`config.mk`:
```
export PLATFORM = sky130hd
export DESIGN_NAME = pft_item_encoder
export DESIGN_NICKNAME = d
export VERILOG_FILES = /design/src/logic/pft_pkg.sv /design/src/logic/pft_branch_packer.sv /design/src/logic/pft_item_encoder.sv
export SDC_FILE = /design/constraint.sdc
export NUM_CORES = 1
export LEC_CHECK = 0
export ABC_AREA = 1
export BUFFER_PORTS_ARGS = -buffer_cell sky130_fd_sc_hd__clkbuf_2
export CORE_AREA = 2 2 157 159
export CTS_CLUSTER_DIAMETER = 100
export DETAILED_ROUTE_END_ITERATION = 12
export DIE_AREA = 0 0 159 161
export PLACE_DENSITY = 0.56
export SLEW_MARGIN = 20
export SYNTH_ARGS = -nofsm -noshare
export SYNTH_HDL_FRONTEND = slang
export SYNTH_SLANG_ARGS = --single-unit
export TNS_END_PERCENT = 50
```
`constraint.sdc`:
```
create_clock -name ref_clk_i -period 4.7 [get_ports ref_clk_i]
set_input_delay 0.94 -clock ref_clk_i [delete_from_list [all_inputs] [get_ports ref_clk_i]]
set_output_delay 0.94 -clock ref_clk_i [all_outputs]
set_load 0.005 [all_outputs]
```
`src/logic/pft_pkg.sv`:
```
// Constants, codes and types for the program-flow trace item encoder.
// Assumes a single core clock; all users import the whole package.
package pft_pkg;

  // ==========================================================
  // Item layout
  localparam int ITEM_W = 18;
  localparam logic [17:0] ITEM_RST = 18'h00000;
  localparam logic [1:0] TAG_BRANCH = 2'h0;
  localparam logic [1:0] TAG_PC = 2'h1;
  localparam logic [1:0] TAG_DATA = 2'h2;
  localparam logic [1:0] TAG_EVENT = 2'h3;

  // ==========================================================
  // Event subtypes and exception causes
  localparam logic [1:0] EV_SOFT = 2'h0;
  localparam logic [1:0] EV_TSTAMP = 2'h1;
  localparam logic [1:0] EV_XTRIG = 2'h2;
  localparam logic [1:0] EV_EXC = 2'h3;
  localparam logic [4:0] EXC_DEBUG = 5'h09;
  localparam logic [4:0] EXC_IRQ = 5'h0a;
  localparam logic [4:0] EXC_NMBRK = 5'h0b;
  localparam logic [4:0] EXC_BRK = 5'h0c;

  // ==========================================================
  // Branch items
  localparam logic [3:0] BR_MAX = 4'hc;
  localparam logic [1:0] BR_ONE = 2'h1;
  localparam logic [1:0] BR_TWO = 2'h2;
  localparam logic [1:0] BR_LONG = 2'h3;
  localparam logic [12:0] SHORT_MAX = 13'h003f;
  localparam logic [12:0] CYC_SAT = 13'h1fff;
  localparam logic [13:0] TS_SAT = 14'h3fff;

  // ==========================================================
  // Types
  typedef enum logic [2:0] {
    PFT_PC = 3'h0,
    PFT_LOAD = 3'h1,
    PFT_LLOAD = 3'h2,
    PFT_SOFT = 3'h3,
    PFT_XTRIG = 3'h4,
    PFT_EXC = 3'h5,
    PFT_TSTAMP = 3'h6
  } pft_kind_type;

  typedef enum logic [1:0] {
    PFT_ST_IDLE = 2'b01,
    PFT_ST_SEND = 2'b10
  } pft_state_type;

endpackage

```
`src/logic/pft_branch_packer.sv`:
```
// Packs branch outcomes into plain, short or long branch items.
// Assumes same-clock core strobes and a consumer that pulses take_i.
`timescale 1ns/100ps
module pft_branch_packer
  import pft_pkg::*;
(
  input wire logic ref_clk_i,
  input wire logic reset_i,
  input wire logic cycle_mode_i,
  input wire logic branch_valid_i,
  input wire logic branch_taken_i,
  output logic branch_ready_o,
  input wire logic flush_i,
  input wire logic take_i,
  output logic item_valid_o,
  output logic [17:0] item_data_o,
  output logic pending_o
);

  // ==========================================================
  // State
  logic [3:0] n_reg, n_next;
  logic [11:0] bits_reg, bits_next;
  logic [6:0] c1_reg, c1_next;
  logic [12:0] cyc_reg, cyc_next;
  logic vld_reg, vld_next;
  logic [17:0] item_reg, item_next;
  logic long_need, acc;

  assign long_need = cycle_mode_i && (cyc_reg > SHORT_MAX);
  assign branch_ready_o = !vld_reg && !(long_need && (n_reg != 4'h0));
  assign acc = branch_valid_i && branch_ready_o;
  assign item_valid_o = vld_reg;
  assign item_data_o = item_reg;
  assign pending_o = vld_reg || (n_reg != 4'h0);

  always_comb begin
    n_next = n_reg;
    bits_next = bits_reg;
    c1_next = c1_reg;
    item_next = item_reg;
    vld_next = vld_reg && !take_i;
    cyc_next = (cyc_reg == CYC_SAT) ? cyc_reg : cyc_reg + 13'h0001;
    if (acc) begin
      cyc_next = 13'h0000;
      if (!cycle_mode_i) begin
        bits_next[4'hb - n_reg] = branch_taken_i;
        n_next = n_reg + 4'h1;
        if (n_reg + 4'h1 == BR_MAX) begin
          item_next = {TAG_BRANCH, BR_MAX, bits_next};
          vld_next = 1'b1;
          n_next = 4'h0;
        end
      end else if (long_need) begin
        item_next = {TAG_BRANCH, BR_LONG, cyc_reg, branch_taken_i};
        vld_next = 1'b1;
      end else if (n_reg == 4'h0) begin
        c1_next = {cyc_reg[5:0], branch_taken_i};
        n_next = 4'h1;
      end else begin
        item_next = {TAG_BRANCH, BR_TWO, c1_reg, cyc_reg[5:0], branch_taken_i};
        vld_next = 1'b1;
        n_next = 4'h0;
      end
    end else if (!vld_reg && (n_reg != 4'h0) && (flush_i || long_need)) begin
      if (cycle_mode_i) begin
        item_next = {TAG_BRANCH, BR_ONE, c1_reg, 7'h00};
      end else begin
        item_next = {TAG_BRANCH, n_reg, bits_reg};
      end
      vld_next = 1'b1;
      n_next = 4'h0;
      bits_next = 12'h000;
    end
    if (vld_next && !vld_reg && !cycle_mode_i && (n_next == 4'h0)) begin
      bits_next = 12'h000;
    end
  end

  always_ff @(posedge ref_clk_i or posedge reset_i) begin
    if (reset_i) begin
      n_reg <= 4'h0;
      bits_reg <= 12'h000;
      c1_reg <= 7'h00;
      cyc_reg <= 13'h0000;
      vld_reg <= 1'b0;
      item_reg <= ITEM_RST;
    end else begin
      n_reg <= n_next;
      bits_reg <= bits_next;
      c1_reg <= c1_next;
      cyc_reg <= cyc_next;
      vld_reg <= vld_next;
      item_reg <= item_next;
    end
  end

  // ==========================================================
  // Checks
  a_short_form: assert property (@(posedge ref_clk_i) disable iff (reset_i)
    (acc && cycle_mode_i && !long_need && n_reg == 4'h1) |=>
      (vld_reg && item_reg[17:14] == {TAG_BRANCH, BR_TWO} && item_reg[0] == $past(branch_taken_i)))
    else $error("short branch item malformed");
  a_long_choice: assert property (@(posedge ref_clk_i) disable iff (reset_i)
    (acc && cycle_mode_i && cyc_reg > SHORT_MAX) |=>
      (item_reg[15:14] == BR_LONG && item_reg[13:1] == $past(cyc_reg)))
    else $error("long branch item not chosen");

endmodule

```
`src/logic/pft_item_encoder.sv`:
```
// Program-flow trace item encoder: turns core trace requests into 18-bit items.
// Assumes core-side strobes on ref_clk_i and a trace buffer that accepts via ready.
`timescale 1ns/100ps

// Behaviour
// - Items are 18 bits, delivered oldest first; entities may span several items.
// - Plain branch item: tag 00, count 0-12, outcomes left-aligned, 1 is taken.
// - Address width 32-48: PC sent as three tag-01 items, top bits zero-extended.
// - Address width 49-64: PC sent as four tag-01 items, most significant first.
// - Ordinary load data: two tag-10 items, upper 16 bits first.
// - Data width 64: long load data as four tag-10 items, most significant first.
// - Every event item has tag 11 and a 2-bit subtype in bits 15:14.
// - Software event: subtype 00, bits 13:0 hold the instruction result.
// - Cross-trigger event: subtype 10, one bit per event in 7:0, 13:8 zero.
// - Exception event: subtype 11, cause in 4:0, bits 13:5 zero.
// - Time stamp: subtype 01, bits 13:0 count cycles since previous stamp.
// - Cycle mode short item: 01 or 10 branches, 6-bit count then taken bit each.
// - Cycle mode long item: subtype 11, 13-bit count in 13:1, taken in bit 0.
module pft_item_encoder
  import pft_pkg::*;
#(
  parameter int ADDR_WIDTH = 32,
  parameter int DATA_WIDTH = 32
) (
  input wire logic ref_clk_i,
  input wire logic reset_i,
  input wire logic cycle_mode_i,
  input wire logic branch_valid_i,
  input wire logic branch_taken_i,
  output logic branch_ready_o,
  input wire logic req_valid_i,
  input wire pft_kind_type req_kind_i,
  input wire logic [63:0] req_data_i,
  output logic req_ready_o,
  output logic item_valid_o,
  output logic [17:0] item_data_o,
  input wire logic item_ready_i
);

  localparam logic [63:0] ADDR_MASK = {64{1'b1}} >> (64 - ADDR_WIDTH);

  // ==========================================================
  // Branch packer
  logic pk_valid, pk_pend, pk_take;
  logic [17:0] pk_data;

  pft_branch_packer u_packer (
    .ref_clk_i(ref_clk_i),
    .reset_i(reset_i),
    .cycle_mode_i(cycle_mode_i),
    .branch_valid_i(branch_valid_i),
    .branch_taken_i(branch_taken_i),
    .branch_ready_o(branch_ready_o),
    .flush_i(req_valid_i),
    .take_i(pk_take),
    .item_valid_o(pk_valid),
    .item_data_o(pk_data),
    .pending_o(pk_pend)
  );

  // ==========================================================
  // Entity build
  pft_state_type state_reg, state_next;
  logic [17:0] ent_reg [0:2];
  logic [17:0] ent_next [0:2];
  logic [1:0] rem_reg, rem_next;
  logic out_vld_reg, out_vld_next;
  logic [17:0] out_data_reg, out_data_next;
  logic [13:0] ts_cnt_reg, ts_cnt_next;
  logic [17:0] ent_w [0:3];
  logic [2:0] ent_len;
  logic [63:0] pc_m;
  logic out_free, accept;

  assign pc_m = req_data_i & ADDR_MASK;
  assign out_free = !out_vld_reg || item_ready_i;
  assign req_ready_o = (state_reg == PFT_ST_IDLE) && !pk_pend && out_free;
  assign accept = req_valid_i && req_ready_o;
  assign pk_take = (state_reg == PFT_ST_IDLE) && pk_valid && out_free;
  assign item_valid_o = out_vld_reg;
  assign item_data_o = out_data_reg;

  always_comb begin
    ent_w[0] = ITEM_RST;
    ent_w[1] = ITEM_RST;
    ent_w[2] = ITEM_RST;
    ent_w[3] = ITEM_RST;
    ent_len = 3'h1;
    unique case (req_kind_i)
      PFT_PC: begin
        if (ADDR_WIDTH > 48) begin
          ent_w[0] = {TAG_PC, pc_m[63:48]};
          ent_w[1] = {TAG_PC, pc_m[47:32]};
          ent_w[2] = {TAG_PC, pc_m[31:16]};
          ent_w[3] = {TAG_PC, pc_m[15:0]};
          ent_len = 3'h4;
        end else begin
          ent_w[0] = {TAG_PC, pc_m[47:32]};
          ent_w[1] = {TAG_PC, pc_m[31:16]};
          ent_w[2] = {TAG_PC, pc_m[15:0]};
          ent_len = 3'h3;
        end
      end
      PFT_LOAD, PFT_LLOAD: begin
        if (req_kind_i == PFT_LLOAD && DATA_WIDTH == 64) begin
          ent_w[0] = {TAG_DATA, req_data_i[63:48]};
          ent_w[1] = {TAG_DATA, req_data_i[47:32]};
          ent_w[2] = {TAG_DATA, req_data_i[31:16]};
          ent_w[3] = {TAG_DATA, req_data_i[15:0]};
          ent_len = 3'h4;
        end else begin
          ent_w[0] = {TAG_DATA, req_data_i[31:16]};
          ent_w[1] = {TAG_DATA, req_data_i[15:0]};
          ent_len = 3'h2;
        end
      end
      PFT_SOFT: ent_w[0] = {TAG_EVENT, EV_SOFT, req_data_i[13:0]};
      PFT_XTRIG: ent_w[0] = {TAG_EVENT, EV_XTRIG, 6'h00, req_data_i[7:0]};
      PFT_EXC: ent_w[0] = {TAG_EVENT, EV_EXC, 9'h000, req_data_i[4:0]};
      PFT_TSTAMP: ent_w[0] = {TAG_EVENT, EV_TSTAMP, ts_cnt_reg};
      default: ent_w[0] = {TAG_EVENT, EV_SOFT, 14'h0000};
    endcase
  end

  // ==========================================================
  // Output sequencing
  always_comb begin
    state_next = state_reg;
    rem_next = rem_reg;
    ent_next[0] = ent_reg[0];
    ent_next[1] = ent_reg[1];
    ent_next[2] = ent_reg[2];
    out_data_next = out_data_reg;
    out_vld_next = out_vld_reg && !item_ready_i;
    ts_cnt_next = (ts_cnt_reg == TS_SAT) ? ts_cnt_reg : ts_cnt_reg + 14'h0001;
    unique case (state_reg)
      PFT_ST_IDLE: begin
        if (accept) begin
          out_data_next = ent_w[0];
          out_vld_next = 1'b1;
          ent_next[0] = ent_w[1];
          ent_next[1] = ent_w[2];
          ent_next[2] = ent_w[3];
          rem_next = 2'(ent_len - 3'h1);
          if (ent_len != 3'h1) begin
            state_next = PFT_ST_SEND;
          end
          if (req_kind_i == PFT_TSTAMP) begin
            ts_cnt_next = 14'h0001;
          end
        end else if (pk_take) begin
          out_data_next = pk_data;
          out_vld_next = 1'b1;
        end
      end
      PFT_ST_SEND: begin
        if (out_free) begin
          out_data_next = ent_reg[0];
          out_vld_next = 1'b1;
          ent_next[0] = ent_reg[1];
          ent_next[1] = ent_reg[2];
          rem_next = rem_reg - 2'h1;
          if (rem_reg == 2'h1) begin
            state_next = PFT_ST_IDLE;
          end
        end
      end
      default: state_next = PFT_ST_IDLE;
    endcase
  end

  always_ff @(posedge ref_clk_i or posedge reset_i) begin
    if (reset_i) begin
      state_reg <= PFT_ST_IDLE;
      rem_reg <= 2'h0;
      ent_reg[0] <= ITEM_RST;
      ent_reg[1] <= ITEM_RST;
      ent_reg[2] <= ITEM_RST;
      out_vld_reg <= 1'b0;
      out_data_reg <= ITEM_RST;
      ts_cnt_reg <= 14'h0000;
    end else begin
      state_reg <= state_next;
      rem_reg <= rem_next;
      ent_reg[0] <= ent_next[0];
      ent_reg[1] <= ent_next[1];
      ent_reg[2] <= ent_next[2];
      out_vld_reg <= out_vld_next;
      out_data_reg <= out_data_next;
      ts_cnt_reg <= ts_cnt_next;
    end
  end

  // ==========================================================
  // Checks
  a_out_hold: assert property (@(posedge ref_clk_i) disable iff (reset_i)
    (item_valid_o && !item_ready_i) |=> (item_valid_o && $stable(item_data_o)))
    else $error("item changed before it was taken");
  a_branch_count: assert property (@(posedge ref_clk_i) disable iff (reset_i)
    (pk_take && !cycle_mode_i) |=> (item_data_o[17:16] == TAG_BRANCH && item_data_o[15:12] <= BR_MAX))
    else $error("plain branch item malformed");
  a_pc_first: assert property (@(posedge ref_clk_i) disable iff (reset_i)
    (accept && req_kind_i == PFT_PC) |=>
      (item_data_o[17:16] == TAG_PC && rem_reg == ((ADDR_WIDTH > 48) ? 2'h3 : 2'h2)))
    else $error("program counter entity malformed");
  a_load_order: assert property (@(posedge ref_clk_i) disable iff (reset_i)
    (accept && req_kind_i == PFT_LOAD) |=>
      (item_data_o == {TAG_DATA, $past(req_data_i[31:16])} && ent_reg[0][15:0] == $past(req_data_i[15:0])))
    else $error("load data items out of order");
  a_soft_event: assert property (@(posedge ref_clk_i) disable iff (reset_i)
    (accept && req_kind_i == PFT_SOFT) |=>
      (item_data_o == {TAG_EVENT, EV_SOFT, $past(req_data_i[13:0])}))
    else $error("software event item malformed");
  a_xtrig_resv: assert property (@(posedge ref_clk_i) disable iff (reset_i)
    (accept && req_kind_i == PFT_XTRIG) |=>
      (item_data_o[15:14] == EV_XTRIG && item_data_o[13:8] == 6'h00))
    else $error("cross-trigger item malformed");
  a_exc_resv: assert property (@(posedge ref_clk_i) disable iff (reset_i)
    (accept && req_kind_i == PFT_EXC) |=>
      (item_data_o[17:14] == {TAG_EVENT, EV_EXC} && item_data_o[13:5] == 9'h000))
    else $error("exception item malformed");
  a_tstamp_cnt: assert property (@(posedge ref_clk_i) disable iff (reset_i)
    (accept && req_kind_i == PFT_TSTAMP) |=>
      (item_data_o[13:0] == $past(ts_cnt_reg) && ts_cnt_reg == 14'h0001))
    else $error("time stamp count wrong");
  a_entity_contig: assert property (@(posedge ref_clk_i) disable iff (reset_i)
    (state_reg == PFT_ST_SEND) |-> (!pk_take && !req_ready_o) ##1
      (item_valid_o && item_data_o[17:16] == $past(item_data_o[17:16])))
    else $error("entity interleaved with other items");

endmodule

```
After elaboration in Yosys (flattened, before gate mapping)
Index checks and enable logic that the tools add are counted.
{"block": "totals", "out_inout_bits": 21, "input_bits": 74, "regBits": 128}
{"block": "op_classes", "reduce_logical": 41, "n_eq_ne": 22, "addsub": 6, "magnitude_cmp": 3, "n_bitwise": 1, "n_mux": 55}
{"op": "18-bit two-way mux", "n": 9}
{"op": "18-bit one-hot mux with 6 select lines", "n": 1}
{"op": "18-bit one-hot mux with 2 select lines", "n": 2}
{"op": "36-bit one-hot mux with 2 select lines", "n": 1}
{"op": "14-bit two-way mux", "n": 4}
{"op": "54-bit two-way mux", "n": 1}
{"op": "12-bit two-way mux", "n": 4}
{"op": "36-bit two-way mux", "n": 1}
{"op": "13-bit two-way mux", "n": 2}
{"op": "4-bit two-way mux", "n": 5}
{"op": "1-bit logical AND", "n": 17}
{"op": "17-bit two-way mux", "n": 1}
{"op": "16-bit two-way mux", "n": 1}
{"op": "14-bit by 1-bit adder with 14-bit output, second input constant", "n": 1}
{"op": "14-bit equality test, second input constant", "n": 1}
{"op": "13-bit by 1-bit adder with 13-bit output, second input constant", "n": 1}
{"op": "13-bit equality test, second input constant", "n": 1}
{"op": "13-bit by 6-bit > comparator with 1-bit output, second input constant", "n": 1}
{"op": "12-bit bitwise mux", "n": 1}
{"op": "2-bit two-way mux", "n": 6}
{"op": "2-bit one-hot mux with 2 select lines", "n": 3}
{"op": "1-bit two-way mux", "n": 11}
{"op": "3-bit equality test, second input constant", "n": 3}
{"op": "3-bit AND reduction", "n": 3}
{"op": "29 further kinds", "n": 47}

Logic depth before layout (Yosys ltp)
Gate-level depths: netlist of run 1.
{"block": "depth", "word_depth": 14, "ltp_mapped": 15}

Hierarchy
Synthesis of run 1 repeated with hierarchy kept, for this count alone.
{"block": "hier_totals", "hier_cells": 1078, "area_unflattened_um2": 7668.6}
{"mod": "pft_item_encoder", "cells_each": 626, "seq_area_each_um2": 1803.0, "area_each_um2": 4386.7, "n_inst": 1}
{"mod": "pft_branch_packer", "cells_each": 452, "seq_area_each_um2": 1326.3, "area_each_um2": 3281.9, "n_inst": 1}

Least setup slack after synthesis of run 1
OpenSTA, ideal clock, no wires.
{"block": "synth_path", "path_type": "input-to-output", "startpoint": "in cycle_mode_i", "endpoint": "out branch_ready_o", "path_stages": 4, "t_required_ns": 3.760, "path_slack_ns": 2.424, "t_arrival_ns": 1.336, "path_cell_list": "buf_2 > nand3_4 > nand2_1 > inv_1"}
{"block": "synth_via", "elab_chain_len": 4}
{"item": "start: declaration", "line": "pft_item_encoder.sv:27", "text": "input wire logic cycle_mode_i,"}
{"item": "1-bit logical AND", "line": "pft_branch_packer.sv:30", "text": "assign long_need = cycle_mode_i && (cyc_reg > SHORT_MAX);"}
{"item": "1-bit logical AND", "line": "pft_branch_packer.sv:31", "text": "assign branch_ready_o = !vld_reg && !(long_need && (n_reg != 4'h0));"}
{"item": "1-bit zero test", "line": "pft_branch_packer.sv:31"}
{"item": "1-bit logical AND", "line": "pft_branch_packer.sv:31"}
{"item": "end: declaration", "line": "pft_item_encoder.sv:30", "text": "output logic branch_ready_o,"}
No other way between the ends.

Final worst setup path of run 1
{"block": "layout_path", "startpoint": "reg state_reg[0]", "endpoint": "reg rem_reg[1]"}
{"block": "layout_via", "elab_chain_len": 6, "elab_cells_between_ends": 10, "classes_between": "4 x eq/ne; 1 x mux; 5 x reduce/logical"}
{"item": "start: declaration", "line": "pft_item_encoder.sv:63", "text": "pft_state_type state_reg, state_next;"}
{"item": "start signal: assignment", "line": "pft_item_encoder.sv:183", "text": "state_reg <= state_next;"}
{"item": "2-bit by 1-bit equality test with 1-bit output", "line": "pft_item_encoder.sv:77, pft_item_encoder.sv:136"}
{"item": "1-bit logical AND (2 in a row)", "line": "pft_item_encoder.sv:77", "text": "assign req_ready_o = (state_reg == PFT_ST_IDLE) && !pk_pend && out_free;"}
{"item": "1-bit logical AND", "line": "pft_item_encoder.sv:78", "text": "assign accept = req_valid_i && req_ready_o;"}
{"item": "2-bit inequality test (no source line)"}
{"item": "3-bit AND reduction (no source line)"}
{"item": "end signal: assignment", "line": "pft_item_encoder.sv:184", "text": "rem_reg <= rem_next;"}
{"item": "end: declaration", "line": "pft_item_encoder.sv:66", "text": "logic [1:0] rem_reg, rem_next;"}
Parallel ways exist; a longest one is shown, timed or not.
A chain may end at the register's enable or synchronous reset.

==> run_results.csv, run 1 <==
group,metric,value,unit
route,drtIter0Drc,417,
layout,largest_reg_flops,35,
layout,multi_input_area,0.00332,mm2
yosys,syn_area,0.00710,mm2
worst_setup_path,endpoint_kind,"flip-flop",
floorplanning,fp.dieH,161,um
yosys,synth_xor_xnor_area_share,1.23,%
sta,setup_viol,0,
yosys,synth_commonest_cells,"nand2_1 (218), dfrtp_1 (124), inv_1 (106)",
global_route,grt_pass1_wl,32.6,mm
sta,slew_headroom,42.0,%
global_route,grt_max_degree,68,
yosys,ys_warn_count,0,
yosys,yosys_most_used_dff,"dfrtp_1",
layout,finalNetCount,1061,
yosys,synth_cell_types,48,
worst_setup_path,required,5.02,ns
layout,diodes,0,
floorplanning,rows,57,
sta,report.final.hold_viol_count,0,
clock_network,cts_buffer_depth,2,
route,wl,19.8,mm
clock_network,htreeDepth,4,
placement,pre_cts_ws,1.21,ns
yosys,synth_top_area_share,43.7,%
power,power.leakage,0.00404,uW
clock_network,post_cts_buffers,0,
power,peakVddDrop,0.261,mV
worst_setup_path,arrival,3.70,ns
clock_network,ctsResizeCount,0,
sta,clock_skew,0.00932,ns
worst_setup_path,critPathLaunchType,"flip-flop",
power,p_per_area,583,mW/mm2
sta,fin_tns_setup,0,ns
min_path,worstHoldPathType,"reg2reg",
sta,clock.fmax,0.296,GHz
yosys,synth.most_common_cell,"nand2_1",
layout,syn_to_final_growth,17.4,%
sta,hold_ws,0.478,ns
yosys,yosys_register_bits,125,
yosys,synth_nets,1011,
clock_network,clkTransAtPathRegs,0.06,ns
yosys,async_reset_ff_share,100,%
yosys,seq_area_frac_synth,44.1,%
floorplanning,dieArea,0.0256,mm2
floorplanning,core_area,0.0240,mm2
run,max_cap_viol_count,0,
floorplanning,die_w,159,um
layout,fin_util,34.8,%
global_route,grt_pass1_vias,6115,
route,dr_total_vias,6415,
yosys,syn_avg_cell_area,7.65,um2
route,dr.pass1.iters,5,
yosys,synthAdderAreaFrac,1.59,%
placement,dp_hpwl,14.2,mm
sta,setup_ws,1.32,ns
route,drc_errors,0,
route,detail-route-antenna-nets,0,
sta,rsz0062_at_grt,"no",
yosys,synthMuxAreaShare,0.458,%
floorplanning,num_io_pins,95,
worst_setup_path,crit_fanout,45,
layout,fill_cells,2598,
sta,period_share,71.8,%
layout,layout-drive-gt1-share,15.7,%
placement,numPortBuffers,62,
sta,maxSlewViolCount,0,
route,vias_per_cell,4.88,
worst_setup_path,critPathKind,"reg2reg",
power,p_total,4860,uW
clock_network,tritoncts,"built",
floorplanning,start_util,29.6,%
layout,regArea,0.00313,mm2
yosys,yosys.area_share.simple,24.3,%
yosys,synthTopCellsByArea,"dfrtp_1 (44%), nand2_1 (12%), o21ai_0 (5.8%), inv_1 (5.6%), a21oi_1 (5.1%)",
yosys,synth_top_family_by_area,"simple AND/OR/NAND/NOR gates",
yosys,synth_edf_count,0,
outcome,status,"complete, no violations",
sta,worst_pin_slew,0.870,ns
global_route,overflow,0,
route,routedWlPerCell,15.1,um
clock_network,clock-root-buffer,"clkbuf_16",
clock_network,hold_buffers,0,
yosys,syn_inst,928,
sta,period_minus_slack,3.38,ns
placement,gp_congestion,0.892,
clock_network,clock_latency,0.42,ns
global_route,antenna_found_initial,0,
clock_network,cts.sinks,125,
yosys,synth_compound_area_share,19.1,%
yosys,yosysTopAreaCell,"dfrtp_1",
global_route,track_usage,15.9,%
clock_network,cts_buffers,17,
power breakdown:
| part | total (uW) | leakage (uW) | internal [uW] | switching, uW |
|---|---|---|---|---|
| Clock | 1440 | 0.000299 | 918 | 518 |
| Combinational | 1720 | 0.00213 | 586 | 1130 |
| Sequential | 1710 | 0.00162 | 1460 | 245 |
layer usage:
layer | global-route usage, % | vias up | share of wire, % | wire length (um)
met5 | 0 | - | 0 | 0
met1 | 22.3 | 3069 | 48 | 9580
met4 | 5.25 | 0 | 1.7 | 341
met3 | 2.85 | 24 | 3.8 | 759
li1 | - | 3180 | - | -
met2 | 24.9 | 142 | 46 | 9140
cell families after synthesis:
kind of cell,Yosys count
xor gates and xnor gates,10
buffers and inverters,159
AOI/OAI and AO/OA,236
and+or+nand+nor,386
muxes,3
adders and majority gates,9
DFF,125
final timing paths:
path                            cells after the start    startpoint                   to  slack [ns]
min in group asynchronous                           2       reset_i  u_packer.cyc_reg[8]        0.69
max in group asynchronous                           3       reset_i       item_data_o[1]        3.07
worst max register to register                     12  state_reg[0]           rem_reg[1]        1.32
worst min register to register                      2   ent_reg[34]          ent_reg[34]        0.48
worst min-delay path                                2   ent_reg[34]          ent_reg[34]        0.48
worst max-delay path                               12  state_reg[0]           rem_reg[1]        1.32
critical path, cell delays in order (launching register included):
cell and delay, ns:
dfstp_2 0.54, inv_1 0.04, ha_1 0.18, buf_4 0.24, inv_2 0.09, buf_4 0.41
nor2_1 0.08, inv_1 0.09, nand2_1 0.07, nand2_1 0.07, buf_4 0.35, clkinv_1 0.67
o211ai_1 0.41
cells in the final DEF, fill, tap and decap left out, types with 7 or more instances in the layout:
cell       instances
nand2_2            8
nand3_1           46
buf_4             13
clkbuf_2          62
clkbuf_16         17
nand3_2           13
o221ai_1           8
nand2_1          218
inv_1            105
nor2_1            76
a21oi_1           73
o21ai_0           83
xor2_1             8
inv_2              7
dfrtp_1          124
ha_1               9
o22ai_1           30
o211ai_1          17
layout make-up:
cell class,instances,area share (%)
flip-flops and latches,125,37.5
well taps,324,4.86
clock buffers,19,5.43
inverters,115,5.24
repair buffers,75,4.89
multi-input cells,644,39.8
clock inverters,12,2.22
through the flow:
step / std cells / instance area [um2]
2_1_floorplan: 928 / 7100
3_3_place_gp: 1283 / 7700
3_5_place_dp: 1283 / 7700
4_1_cts: 1314 / 8340
5_1_grt: 1314 / 8340
6_report: 1314 / 8340
(Power assumes the default switching activity.)
==> run 2, diff against run 1 <==
ABC_AREA = 0   (was 1)
PLACE_DENSITY = 0.57   (was 0.56)
clock period = 2.91 ns   (was 4.7 ns; I/O delays follow)
==> run 2 against run 1 <==
Net effect:
- first-iteration DRC count rose by 38%
- sequential cell count did not move
- sequential power up 58%
- combinational power is 70% higher
- clock power up 58%
- sequential share of layout area shrank 0.96 points
- total power rose by 63%
- synthesized cell count decreased by 15%
- utilization up 0.91 points
- register-to-register slack got worse by 1.1 ns
- design area up 2.6%
- wire length up 3.0%
- highest routed layer unchanged
==> run_results.csv, run 2 <==
group,metric,value,unit
layout,fill_cells,2453,
yosys,synthTopCellsByArea,"dfrtp_1 (44%), o21ai_0 (5.2%), a21oi_1 (4.7%), nand2_1 (4.7%), mux2i_1 (4.0%)",
yosys,synth.most_common_cell,"dfrtp_1",
floorplanning,dieArea,0.0256,mm2
worst_setup_path,critPathKind,"reg2out",
layout,layout-drive-gt1-share,19.6,%
worst_setup_path,critPathLaunchType,"flip-flop",
clock_network,clock_latency,0.42,ns
yosys,async_reset_ff_share,100,%
clock_network,cts_buffers,17,
clock_network,htreeDepth,4,
yosys,synth_commonest_cells,"dfrtp_1 (124), nand2_1 (88), o21ai_0 (73)",
floorplanning,start_util,29.6,%
power,intPower,4850,uW
yosys,synth_cell_types,64,
placement,gp_congestion,0.876,
layout,syn_to_final_growth,20.7,%
yosys,ys_warn_count,0,
sta,period_share,95.6,%
power,power.leakage,0.00380,uW
run,max_cap_viol_count,0,
power,p_per_area,926,mW/mm2
sta,setup_viol,0,
power,pwr-share-seq,34.2,%
sta,rsz0062_at_grt,"no",
layout,diodes,0,
worst_setup_path,crit_fanout,8,
placement,numPortBuffers,62,
outcome,status,"complete, no violations",
route,routedWlPerCell,17.1,um
yosys,seq_area_frac_synth,44.1,%
power,combPwrFrac,37.0,%
power,p_switching,3070,uW
placement,dp_hpwl,14.7,mm
clock_network,clkTransAtPathRegs,0.07,ns
yosys,synth_nets,873,
route,drtIter0Drc,577,
route,dr_total_vias,6174,
route,detail-route-antenna-nets,0,
yosys,yosys_register_bits,125,
floorplanning,num_io_pins,95,
global_route,antenna_found_initial,0,
route,dr.pass1.iters,7,
yosys,synth_edf_count,0,
worst_setup_path,required,2.33,ns
worst_setup_path,endpoint_kind,"primary output",
sta,clock_skew,0.00965,ns
sta,maxSlewViolCount,0,
layout,most-common-layout-cells,"dfrtp_1 (124), nand2_1 (88), o21ai_0 (73), a21oi_1 (67), clkbuf_2 (62)",
route,drc_errors,0,
global_route,grt_max_degree,67,
global_route,grt_pass1_vias,5969,
sta,clock.fmax,0.359,GHz
clock_network,post_cts_buffers,0,
yosys,syn_inst,790,
clock_network,hold_buffers,0,
sta,report.final.hold_viol_count,0,
layout,final_common_cell,"dfrtp_1",
sta,hold_ws,0.182,ns
yosys,syn_area,0.00709,mm2
yosys,yosys_most_used_dff,"dfrtp_1",
clock_network,cts.sinks,125,
global_route,grt_pass1_wl,33.1,mm
yosys,synth_top_area_share,43.8,%
floorplanning,rows,57,
sta,worst_pin_slew,0.910,ns
route,wl,20.4,mm
route,vias_per_cell,5.18,
yosys,yosysTopAreaCell,"dfrtp_1",
layout,largest_reg_flops,35,
yosys,syn_avg_cell_area,8.98,um2
clock_network,cts_buffer_depth,2,
clock_network,clock-root-buffer,"clkbuf_16",
worst_setup_path,arrival,2.20,ns
sta,slew_headroom,39.3,%
clock_network,tritoncts,"built",
global_route,overflow,0,
power,peakVddDrop,0.462,mV
power,swShare,38.8,%
global_route,track_usage,16.2,%
floorplanning,fp.dieH,161,um
floorplanning,die_w,159,um
sta,period_minus_slack,2.78,ns
layout,finalNetCount,938,
floorplanning,core_area,0.0240,mm2
min_path,worstHoldPathType,"in2async",
sta,fin_tns_setup,0,ns
power,p_clk_share,28.8,%
==> run 2: changes by cell type after synthesis, sizes merged, moves of 15 or more <==
cell / change
nand3: -45
inv: -81
nand2: -140
mux2: +16
a22o: +23
nor2: -24
o211ai: -15
o22ai: -21
mux2i: +27
clkbuf: +22
==> run 2: repair_timing <==
action | CTS | global route
gates resized for setup | 1 | 0
endpoints found under the hold margin | 0 | 0
setup endpoints to repair | 1 | 0
==> run 2: critical path, stage by stage, from the launching register on <==
cell,delay [ns]
dfrtp_1,0.38
ha_1,0.24
or3_4,0.43
a211oi_2,0.48
nor2_1,0.11
clkbuf_2,0.13
==> run 2: metrics by stage <==
stage | setup WS [ns] | total power (uW) | utilization, % | cell area, um2 | instances
floorplan | 0.394 | 4610 | - | 7100 | 790
global placement | 0.0929 | 5610 | 33.1 | 7930 | 1160
detailed placement | 0.0621 | 5650 | 33.1 | 7930 | 1160
CTS | 0.0977 | 7960 | 35.7 | 8560 | 1192
global route | 0.0388 | 8440 | 35.7 | 8560 | 1192
finish | 0.127 | 7920 | 35.7 | 8560 | 1192
==> run 2: kinds of logic after synthesis <==
kind of cell,Yosys count,share of synthesized area (%)
DFF,125,44.1
adders and majority gates,9,1.59
xor gates and xnor gates,16,1.98
and+or+nand+nor,233,15.8
buffers and inverters,94,5.28
muxes,46,6.92
AOI/OAI and AO/OA,267,24.3
==> run 2: layout make-up <==
cell class | instances | area [um2] | share of cell area [%]
Inverter | 35 | 135 | 1.58
Timing Repair Buffer | 105 | 658 | 7.69
Multi-Input combinational cell | 571 | 3600 | 42.1
Sequential cell | 125 | 3130 | 36.6
Clock inverter | 15 | 200 | 2.34
Tap cell | 324 | 405 | 4.74
Clock buffer | 17 | 425 | 4.97
==> run 2: power by group through the flow <==
stage	combinational (uW)	sequential [uW]	clock [uW]
4_1_cts	2930	2710	2320
5_1_grt	3260	2790	2390
6_report	2930	2710	2280
3_5_place_dp	2910	2730	0
2_1_floorplan	1980	2630	0
3_3_place_gp	2890	2720	0
==> run 2: worst paths after layout <==
| path | from | end | slack [ns] | cells past startpoint |
|---|---|---|---|---|
| worst max register to register | u_packer.cyc_reg[6] | u_packer.bits_reg[3] | 0.22 | 6 |
| max in group asynchronous | reset_i | state_reg[0] | 2.00 | 3 |
| worst min register to register | item_data_o[15] | item_data_o[15] | 0.48 | 2 |
| worst min-delay path | reset_i | u_packer.n_reg[3] | 0.18 | 2 |
| worst max-delay path | u_packer.cyc_reg[0] | branch_ready_o | 0.13 | 5 |
| min in group ref_clk_i | req_data_i[12] | ent_reg[30] | 0.41 | 2 |
==> run 2: metal layers <==
layer	GRT usage (%)	routed length, um
met5	0	0
met4	5.95	416
met3	2.98	691
met2	25.0	9560
met1	22.9	9750
==> run 3, diff against run 2 <==
BUFFER_PORTS_ARGS = default   (was -buffer_cell sky130_fd_sc_hd__clkbuf_2)
DONT_BUFFER_PORTS = 1   (was default)
PLACE_DENSITY = 0.54   (was 0.57)
==> run 3 against run 2 <==
Net effect:
- design area down 5.0%
- wire length shrank 0.72%
- combinational power shrank 8.5%
- sequential share of layout area increased by 1.9 points
- largest power group is now registers
==> run_results.csv, run 3 (synthesis gave the netlist of run 2 again) <==
group,metric,value,unit
floorplanning,fp.dieH,161,um
clock_network,cts_buffer_depth,2,
placement,gp_congestion,0.847,
route,vias_per_cell,5.26,
layout,fin_cells,1119,
worst_setup_path,critPathKind,"reg2reg",
clock_network,post_cts_buffers,0,
route,routedWlPerCell,18.1,um
route,dr.pass1.iters,5,
layout,final_common_cell,"dfrtp_1",
sta,maxSlewViolCount,0,
layout,diodes,0,
sta,clock.fmax,0.363,GHz
clock_network,hold_buffers,0,
worst_setup_path,critPathLaunchType,"flip-flop",
route,detail-route-antenna-nets,0,
floorplanning,num_io_pins,95,
worst_setup_path,arrival,3.10,ns
floorplanning,core_area,0.0240,mm2
sta,period_share,94.6,%
clock_network,clock-root-buffer,"clkbuf_16",
floorplanning,dieArea,0.0256,mm2
global_route,grt_pass1_vias,5549,
layout,layout-drive-gt1-share,12.2,%
route,wl,20.3,mm
sta,report.final.hold_viol_count,0,
sta,fin_tns_setup,0,ns
sta,slew_headroom,43.2,%
layout,largest_reg_flops,35,
layout,fill_cells,2515,
clock_network,cts_buffers,17,
layout,syn_to_final_growth,14.6,%
route,dr_total_vias,5886,
placement,numPortBuffers,0,
sta,clock_skew,0.00797,ns
global_route,grt_pass1_wl,32.4,mm
power,power.leakage,0.00346,uW
global_route,antenna_found_initial,0,
floorplanning,die_w,159,um
power,peakVddDrop,0.421,mV
worst_setup_path,critical_path.startpoint,"u_packer.n_reg[0]",
outcome,status,"complete, no violations",
placement,dp_hpwl,14.4,mm
sta,setup_viol,0,
floorplanning,rows,57,
sta,worst_pin_slew,0.852,ns
worst_setup_path,crit_fanout,13,
route,drc_errors,0,
worst_setup_path,endpoint_kind,"flip-flop",
layout,finalNetCount,865,
floorplanning,start_util,29.6,%
route,drtIter0Drc,635,
run,max_cap_viol_count,0,
placement,dp_cells,1087,
sta,period_minus_slack,2.75,ns
clock_network,htreeDepth,4,
clock_network,ctsResizeCount,0,
worst_setup_path,reg2reg_from,"u_packer.n_reg[0]",
global_route,track_usage,16.0,%
clock_network,clkTransAtPathRegs,0.06,ns
clock_network,cts.sinks,125,
power,p_per_area,928,mW/mm2
worst_setup_path,required,3.26,ns
sta,rsz0062_at_grt,"no",
global_route,grt_max_degree,58,
global_route,overflow,0,
clock_network,clock_latency,0.43,ns
layout,most-common-layout-cells,"dfrtp_1 (124), nand2_1 (88), o21ai_0 (73), a21oi_1 (67), nor2_1 (58)",
min_path,worstHoldPathType,"in2async",
clock_network,tritoncts,"built",
run 3: worst paths after layout:
| kind | cells past startpoint | endpoint | slack, ns |
|---|---|---|---|
| max | 9 | item_data_o[10] | 0.16 |
| min | 1 | u_packer.n_reg[3] | 0.17 |
| max reg2reg | 9 | item_data_o[10] | 0.16 |
| min reg2reg | 2 | ent_reg[44] | 0.47 |
| max in group asynchronous | 2 | ent_reg[33] | 1.95 |
| min in group ref_clk_i | 1 | ent_reg[24] | 0.28 |
run 3: per-stage QoR:
stage                     hold WS, ns  instance area [um2]  total power (uW)  utilization, %  setup WS (ns)
final                           0.171                 8130              7550            33.9          0.157
after global routing            0.214                 8130              8060            33.9         0.0732
after CTS                       0.182                 8120              7580            33.9          0.167
after detailed placement        0.466                 7550              5450            31.5          0.179
after global placement          0.459                 7550              5420            31.5          0.250
after floorplan                 0.445                 7100              4610               -          0.394
run 3: power breakdown:
group	internal (uW)	switching [uW]	total [uW]
Combinational	1060	1620	2680
Sequential	2290	471	2760
Clock	1200	902	2100
run 3: layout make-up:
cell class | instances | area [um2] | area share (%)
multi-input cells | 571 | 3610 | 44.4
flip-flops and latches | 125 | 3130 | 38.5
clock buffers | 17 | 425 | 5.23
well taps | 324 | 405 | 4.99
repair buffers | 32 | 278 | 3.42
clock inverters | 15 | 149 | 1.83
inverters | 35 | 135 | 1.66
run 3: metal layers:
layer / part of all wire [%] / vias to the layer above / track usage (%)
met5: 0 / - / 0
met4: 1.7 / 0 / 5.41
met3: 3.4 / 25 / 2.70
met2: 48 / 144 / 24.7
met1: 47 / 2861 / 22.7
li1: - / 2856 / -
run 3: worst max-delay path, cell delays in order (launching register included):
cell and delay (ns):
dfrtp_1 0.37, inv_1 0.11, ha_1 0.26, nor4bb_1 0.52
nand4_1 0.15, buf_4 0.22, a31o_2 0.32, o21ai_0 0.40
o21ai_0 0.15, o21ai_0 0.16
